`config.mk`:
```
export PLATFORM = sky130hd
export DESIGN_NAME = psc_power_ctrl
export DESIGN_NICKNAME = d
export VERILOG_FILES = /design/src/core/psc_pb_divider.v /design/src/core/psc_power_ctrl.v
export VERILOG_INCLUDE_DIRS = /design/src /design/src/common
export SDC_FILE = /design/constraint.sdc
export NUM_CORES = 1
export LEC_CHECK = 0
export ABC_AREA = 1
export BUFFER_PORTS_ARGS = -buffer_cell sky130_fd_sc_hd__buf_2
export CAP_MARGIN = 0
export CORE_MARGIN = 2
export CORE_UTILIZATION = 40
export CTS_BUF_LIST = sky130_fd_sc_hd__clkbuf_8 sky130_fd_sc_hd__clkbuf_16
export DETAILED_ROUTE_END_ITERATION = 7
export HOLD_SLACK_MARGIN = 0.1
export PLACE_DENSITY = 0.68
export SYNTH_ARGS = -nofsm -noshare
export SYNTH_HDL_FRONTEND = slang
export SYNTH_SLANG_ARGS = --single-unit
```
`constraint.sdc`:
```
create_clock -name clk -period 1.9 [get_ports clk]
set_input_delay 0.095 -clock clk [delete_from_list [all_inputs] [get_ports clk]]
set_output_delay 0.095 -clock clk [all_outputs]
set_load 0.1 [all_outputs]
```
`src/common/psc_consts.vh`:
```
// Constants for the power-save and peripheral clock controller.
// Assumes inclusion by bare name from the core design files.
`ifndef PSC_CONSTS_VH
`define PSC_CONSTS_VH
`define PSC_SLEEP_SEL_BIT 4
`define PSC_DIV_LO_BIT 19
`define PSC_DIV_HI_BIT 20
`define PSC_DIV_1 2'h0
`define PSC_DIV_2 2'h1
`define PSC_DIV_4 2'h2
`define PSC_DIV_8 2'h3
`define PSC_PRIO_W 3
`define PSC_OSC_START_NS 1000
`define PSC_CLK_PERIOD_NS 20
`define PSC_OSC_START_CYC ((`PSC_OSC_START_NS + `PSC_CLK_PERIOD_NS - 1) / `PSC_CLK_PERIOD_NS)
`endif

```
`src/core/psc_pb_divider.v`:
```
// Peripheral bus clock enable generator with a glitch-free ratio change.
// Assumes the divisor code is stable on the system clock; changes apply at a period end, or at once while stopped.
`timescale 1ns/1ps
`include "psc_consts.vh"
module psc_pb_divider (
  // Clock and reset
  input wire clk,
  input wire rst_n,
  // Control
  input wire run,
  input wire [1:0] div_code,
  // Divided clock tick
  output reg pb_tick
);
  reg [2:0] cnt_reg;
  reg [1:0] act_reg;
  reg [2:0] limit;
  always @* begin
    case (act_reg)
      `PSC_DIV_1: limit = 3'h0;
      `PSC_DIV_2: limit = 3'h1;
      `PSC_DIV_4: limit = 3'h3;
      default: limit = 3'h7;
    endcase
  end
  always @(posedge clk) begin
    if (!rst_n) begin
      cnt_reg <= 3'h0;
      act_reg <= `PSC_DIV_1;
      pb_tick <= 1'b0;
    end else if (!run) begin
      cnt_reg <= 3'h0;
      pb_tick <= 1'b0;
      act_reg <= div_code;
    end else if (cnt_reg >= limit) begin
      // While running, a new ratio is taken only at a period boundary to avoid a runt pulse.
      cnt_reg <= 3'h0;
      pb_tick <= 1'b1;
      act_reg <= div_code;
    end else begin
      cnt_reg <= cnt_reg + 3'h1;
      pb_tick <= 1'b0;
    end
  end
endmodule

```
`src/core/psc_power_ctrl.v`:
```
// Power-save mode controller: run, idle and sleep states, wake logic,
// peripheral bus clock gating and peripheral read latency.
// Assumes CPU, interrupt controller and watchdog signals are on clk.
// Assumes irq_pending is already masked by the interrupt enables.
// Assumes osc_was_stopped is settled before a wake event arrives.
`timescale 1ns/1ps
`include "psc_consts.vh"
module psc_power_ctrl #(
  parameter NUM_PERIPH = 8,
  parameter OSC_START_CYC = `PSC_OSC_START_CYC
) (
  // Clock and reset
  input wire clk,
  input wire rst_n,
  // Oscillator control and source state
  input wire [31:0] oscillator_control_reg,
  input wire osc_was_stopped,
  // CPU side
  input wire wait_exec,
  input wire [`PSC_PRIO_W-1:0] cpu_prio,
  input wire periph_rd_req,
  output wire periph_rd_done,
  output wire cpu_halt,
  // Interrupt controller and watchdog
  input wire irq_pending,
  input wire irq_sleep_capable,
  input wire [`PSC_PRIO_W-1:0] irq_prio,
  input wire watchdog_timer_timeout,
  input wire dev_reset_event,
  // Clock outputs and per-peripheral halt-in-idle requests
  output wire system_core_clock_en,
  output wire core_fabric_clk_en,
  output wire peripheral_bus_clock_tick,
  input wire [NUM_PERIPH-1:0] halt_in_idle,
  output wire [NUM_PERIPH-1:0] periph_clk_en,
  // Status
  output wire in_idle,
  output wire in_sleep
);
  localparam ST_RUN = 2'h0;
  localparam ST_IDLE = 2'h1;
  localparam ST_SLEEP = 2'h2;
  localparam ST_START = 2'h3;
  localparam CW = 16;

  reg [1:0] state_reg;
  reg [1:0] state_next;
  reg [CW-1:0] start_cnt_reg;
  reg [CW-1:0] start_cnt_next;
  reg rd_wait_reg;
  wire sleep_sel;
  wire [1:0] periph_clock_divisor;
  wire hi_prio;
  wire force_wake;
  wire pb_run;
  wire pb_tick;
  // Wake decode and next-state decode feeding the registered outputs.
  wire wake_any_sleep;
  wire sleep_to_idle;
  wire need_startup;
  wire start_done;
  wire run_next;
  wire idle_next;
  wire sleep_next;
  wire clk_on_next;
  reg idle_reg;
  reg sleep_reg;
  reg halt_reg;
  reg clk_on_reg;

  assign sleep_sel = oscillator_control_reg[`PSC_SLEEP_SEL_BIT];
  assign periph_clock_divisor = oscillator_control_reg[`PSC_DIV_HI_BIT:`PSC_DIV_LO_BIT];
  // The priority compare is strict: an equal priority never wakes the CPU.
  assign hi_prio = irq_pending && (irq_prio > cpu_prio);
  // Reset and watchdog events wake regardless of priority.
  assign force_wake = dev_reset_event || watchdog_timer_timeout;
  // Sleep keeps only sleep-capable sources alive, so only they, a device reset or a watchdog timeout can end it.
  assign wake_any_sleep = force_wake || (hi_prio && irq_sleep_capable);
  // A pending low-priority source restarts the clocks but keeps the CPU halted.
  assign sleep_to_idle = irq_pending && irq_sleep_capable;
  // A device reset restarts the source itself, so no start-up wait is added.
  assign need_startup = osc_was_stopped && !dev_reset_event;
  assign start_done = (start_cnt_reg <= {{(CW-1){1'b0}}, 1'b1});

  always @* begin
    state_next = state_reg;
    start_cnt_next = start_cnt_reg;
    case (state_reg)
      ST_RUN: begin
        // A wait in run picks sleep or idle from the select bit.
        if (wait_exec && sleep_sel) begin
          state_next = ST_SLEEP;
        end else if (wait_exec) begin
          state_next = ST_IDLE;
        end
      end
      ST_IDLE: begin
        // A low-priority interrupt leaves the CPU halted here.
        if (force_wake || hi_prio) begin
          state_next = ST_RUN;
        end
      end
      ST_SLEEP: begin
        if (wake_any_sleep) begin
          if (need_startup) begin
            state_next = ST_START;
            start_cnt_next = OSC_START_CYC[CW-1:0];
          end else begin
            state_next = ST_RUN;
          end
        end else if (sleep_to_idle) begin
          state_next = ST_IDLE;
        end
      end
      ST_START: begin
        // The CPU stays halted and the clocks stay off until the count runs out or a device reset arrives.
        if (dev_reset_event) begin
          state_next = ST_RUN;
          start_cnt_next = {CW{1'b0}};
        end else if (start_done) begin
          state_next = ST_RUN;
          start_cnt_next = {CW{1'b0}};
        end else begin
          start_cnt_next = start_cnt_reg - {{(CW-1){1'b0}}, 1'b1};
        end
      end
      default: begin
        // All four codes are used; any unknown value recovers to run.
        state_next = ST_RUN;
      end
    endcase
  end

  always @(posedge clk) begin
    if (!rst_n) begin
      state_reg <= ST_RUN;
      start_cnt_reg <= {CW{1'b0}};
    end else begin
      state_reg <= state_next;
      start_cnt_reg <= start_cnt_next;
    end
  end

  // Decode of the next state, so that registered outputs change with the state.
  assign run_next = (state_next == ST_RUN);
  assign idle_next = (state_next == ST_IDLE);
  assign sleep_next = (state_next == ST_SLEEP);
  // The system clock source is stopped only in sleep and during start-up.
  assign clk_on_next = run_next || idle_next;

  // Status, system core and fabric clock enables come from flip-flops to keep them free of decode glitches.
  always @(posedge clk) begin
    if (!rst_n) begin
      idle_reg <= 1'h0;
      sleep_reg <= 1'h0;
      halt_reg <= 1'h0;
      clk_on_reg <= 1'h1;
    end else begin
      idle_reg <= idle_next;
      sleep_reg <= sleep_next;
      halt_reg <= !run_next;
      clk_on_reg <= clk_on_next;
    end
  end

  assign in_idle = idle_reg;
  assign in_sleep = sleep_reg;
  assign cpu_halt = halt_reg;
  assign system_core_clock_en = clk_on_reg;
  assign core_fabric_clk_en = clk_on_reg;
  // The divider looks one state ahead, so no tick is issued in the first sleep cycle.
  assign pb_run = clk_on_next;

  // The divider keeps its own count; a ratio change waits for its period end unless the divider is stopped.
  psc_pb_divider u_div (
    .clk(clk),
    .rst_n(rst_n),
    .run(pb_run),
    .div_code(periph_clock_divisor),
    .pb_tick(pb_tick)
  );

  assign peripheral_bus_clock_tick = pb_tick;

  // Each peripheral enable follows the tick unless it asked to halt in idle.
  genvar gi;
  generate
    for (gi = 0; gi < NUM_PERIPH; gi = gi + 1) begin : g_pclk
      assign periph_clk_en[gi] = pb_tick && !(in_idle && halt_in_idle[gi]);
    end
  endgenerate

  // Read completes on the next peripheral tick after the request.
  // A request that meets a tick finishes at once; otherwise it is held here
  // until the divider's next tick, which is up to seven cycles away at 1:8.
  always @(posedge clk) begin
    if (!rst_n) begin
      rd_wait_reg <= 1'b0;
    end else if (pb_tick) begin
      rd_wait_reg <= 1'b0;
    end else if (periph_rd_req) begin
      rd_wait_reg <= 1'b1;
    end
  end
  assign periph_rd_done = (rd_wait_reg || periph_rd_req) && pb_tick;
endmodule

```
==> flow_summary.ini <==
[global_route]
grt_antenna_before_repair = 0
grt_max_degree = 12
grt_pass1_vias = 1663
grt_pass1_wl_um = 6900
track_usage = 0.176
overflow = 0

[power_and_ir_drop]
p_leak_nw = 1.07
power.share.sequential = 0.248
p_sw_frac = 0.508
power_density_nw_per_um2 = 1320
ir_drop_v = 0.000709
combPwrFrac = 0.530
internal_power_mw = 1.45
power.switching_mw = 1.49
clkPwrFrac = 0.221

[run_status]
outcome = completed

[yosys]
synth_enable_flop_cells = 0
synth_largest_area_cell = dfxtp_1
netlist.area_leader.share = 0.338
syn_avg_cell_area_um2 = 7.09
synthCells = 242
synth_area_leaders = dfxtp_1, nand2_1, nor2_1
synth-seq-area-share = 0.338
syn-cell-area_um2 = 1720
yosysUniqueCellTypes = 29
synth_flop_cell = dfxtp_1
synthArstFlopShare = 0
ys_warn_count = 0
syn_nets = 306
synth_seq_cells = 29

[clock_tree]
insertion_delay_ns = 0.29
clk_pin_slew_ns = 0.07
cts-root-buf = clkbuf_8
cts_buffers = 5
htree_levels = 2
clock_path_buffers = 2
cts.sinks = 29
cts_tree = done

[timing]
grt_setup_unrepaired = no
min_period_ns = 1.70
tightest_slew_ns = 0.489
clock.fmax_mhz = 589
finalMaxSlewViolations = 0
setup-violations-final = 0
max_slew_margin = 0.676
finClkSkew_ns = 0.00781
hold_viol = 0
setup_slack_ns = 0.202
tns_ns = 0
hold_slack_ns = 0.103
period_share = 0.894

[final_layout]
largest_reg_flops = 16
antenna_cells = 0
area_growth_pct = 30.1
multi_input_area_um2 = 1110
fill_cells = 403
final_cell_count_no_fill = 343
seq_area_um2 = 584
nets = 356
drive_above_1_share = 0.304
post-route-util = 0.550

[floorplan]
core.rowCount = 23
die_h_um = 69.5
core-area_um2 = 4060
die_area_um2 = 4830
die-width_um = 69.5
io_pins = 70
start_util = 0.423

[detailed_routing]
drtIter0Drc = 124
vias = 1669
via_per_inst = 4.87
drc = 0
drtPass1Iterations = 4
routed_wl_um = 3790
drtAntennaViolNets = 0
wl_per_cell_um = 11.0

[setup_path]
crit_arrival_ns = 1.87
path_cells = inv_1 -> ha_2 -> nor2_1 -> nor2_1 -> nand4_4 -> nand3_2 -> nand3_2 -> nor3_1
critical_path.max_stage_delay_ns = 0.34
ff2ff_path_depth = 8
crit_path_start_kind = register
crit_family = simple AND/OR/NAND/NOR gates
r2r_end = u_div.pb_tick$_SDFF_PN0_
worst-setup-path-type = reg2reg
path_buf_inv = 1
worstReg2RegStart = start_cnt_reg[0]$_SDFFE_PN0P_
worstPathMaxFanout = 5
crit_path_end_kind = register
r2r_slack_ns = 0.20
slowest_stage = dfxtp_1
required_ns = 2.07

[placement]
dp.cells = 333
hpwl_um = 2980
portBuffers = 40
pre_cts_ws_ns = 0.151
place.gp.congestion = 0.835

[worst_hold_path]
worstHoldEndpoint = u_div.act_reg[0]$_SDFFE_PN0P_
hp-class = in2reg
min-delay-start = rst_n
hold_depth = 3

[flow_run]
maxCapViolations = 0
-- logic make-up (layout without fill, tap and decap cells) --
| family | count (synthesis) | in the layout | synth area share |
|---|---|---|---|
| AOI/OAI and AO/OA | 32 | 32 | 0.0962 |
| xor gates and xnor gates | 11 | 11 | 0.0561 |
| adders and majority gates | 9 | 9 | 0.0656 |
| buffers and inverters | 31 | 82 | 0.0729 |
| DFF | 29 | 29 | 0.338 |
| and+or+nand+nor | 130 | 130 | 0.371 |
-- worst min-delay path, stage by stage --
cell and delay (ns):
buf_2 0.16, nand2_1 0.08, nor2_1 0.03
-- cells in the final DEF (no fill, tap or decap), types with 4 or more instances in the layout --
cell type / instances
nand2_1: 47
buf_2: 40
nor2_1: 37
dfxtp_1: 26
inv_1: 18
a21oi_1: 16
nand3_1: 13
a21oi_4: 8
ha_1: 8
nand4_1: 6
xnor2_1: 6
o21ai_0: 6
nand3b_1: 5
inv_2: 5
xor2_1: 5
clkbuf_8: 5
buf_4: 5
nand2_2: 4
-- synthesized netlist by cell type, types with 3 or more instances --
library cell / number
inv_1: 18
clkinv_1: 4
xor2_1: 5
nor2_1: 38
nor3_1: 3
nor2_2: 3
o21ai_0: 6
nand4_1: 6
dfxtp_1: 29
nand3_1: 13
inv_2: 5
nand3b_1: 5
xnor2_1: 6
nor3_2: 3
nand2_2: 4
ha_1: 9
a21oi_1: 24
nand2_1: 47
-- area by class of cell --
cell class,instances,share of cell area
sequential,29,0.262
clock inverter,3,0.0207
timing repair buffer,47,0.115
multi-input combinational,182,0.497
tap,50,0.0280
clock buffer,5,0.0308
inverter,27,0.0459
-- worst max-delay path by stage --
stage,start,to,slack (ns),cells past startpoint
2_1_floorplan,u_div.pb_tick$_SDFF_PN0_,periph_clk_en[0],0.09,2
3_3_place_gp,start_cnt_reg[0]$_SDFFE_PN0P_,u_div.act_reg[0]$_SDFFE_PN0P_,0.15,9
3_5_place_dp,start_cnt_reg[0]$_SDFFE_PN0P_,u_div.cnt_reg[2]$_SDFF_PP0_,0.15,10
4_1_cts,start_cnt_reg[0]$_SDFFE_PN0P_,u_div.cnt_reg[1]$_SDFF_PP0_,0.14,10
5_1_grt,u_div.act_reg[0]$_SDFFE_PN0P_,u_div.act_reg[1]$_SDFFE_PN0P_,0.006,9
6_report,start_cnt_reg[0]$_SDFFE_PN0P_,u_div.pb_tick$_SDFF_PN0_,0.20,8
-- power by group through the flow --
stage | combinational (mW) | clock [mW] | sequential (mW)
after floorplan | 1.19 | 0 | 0.847
after global placement | 1.55 | 0 | 0.740
after detailed placement | 1.56 | 0 | 0.744
after CTS | 1.57 | 0.664 | 0.730
after global routing | 1.67 | 0.690 | 0.741
final | 1.56 | 0.651 | 0.730
-- metal layers --
metal | vias up | track usage | part of all wire
li1 | 888 | - | -
met1 | 744 | 0.203 | 0.47
met2 | 29 | 0.298 | 0.47
met3 | 8 | 0.0567 | 0.042
met4 | 0 | 0.0763 | 0.021
met5 | - | 0 | 0
-- through the flow --
stage,area (µm²),power (mW)
6_report,2230,2.94
5_1_grt,2230,3.10
2_1_floorplan,1820,2.04
4_1_cts,2230,2.96
3_5_place_dp,2090,2.31
3_3_place_gp,2090,2.29
-- repair_timing --
action | CTS | global route
setup endpoints to repair | 0 | 6
buffers inserted | 0 | 0
endpoints found under the hold margin | 2 | 0
hold buffers | 2 | 0
resized for setup | 0 | 2
(Power assumes the default switching activity.)
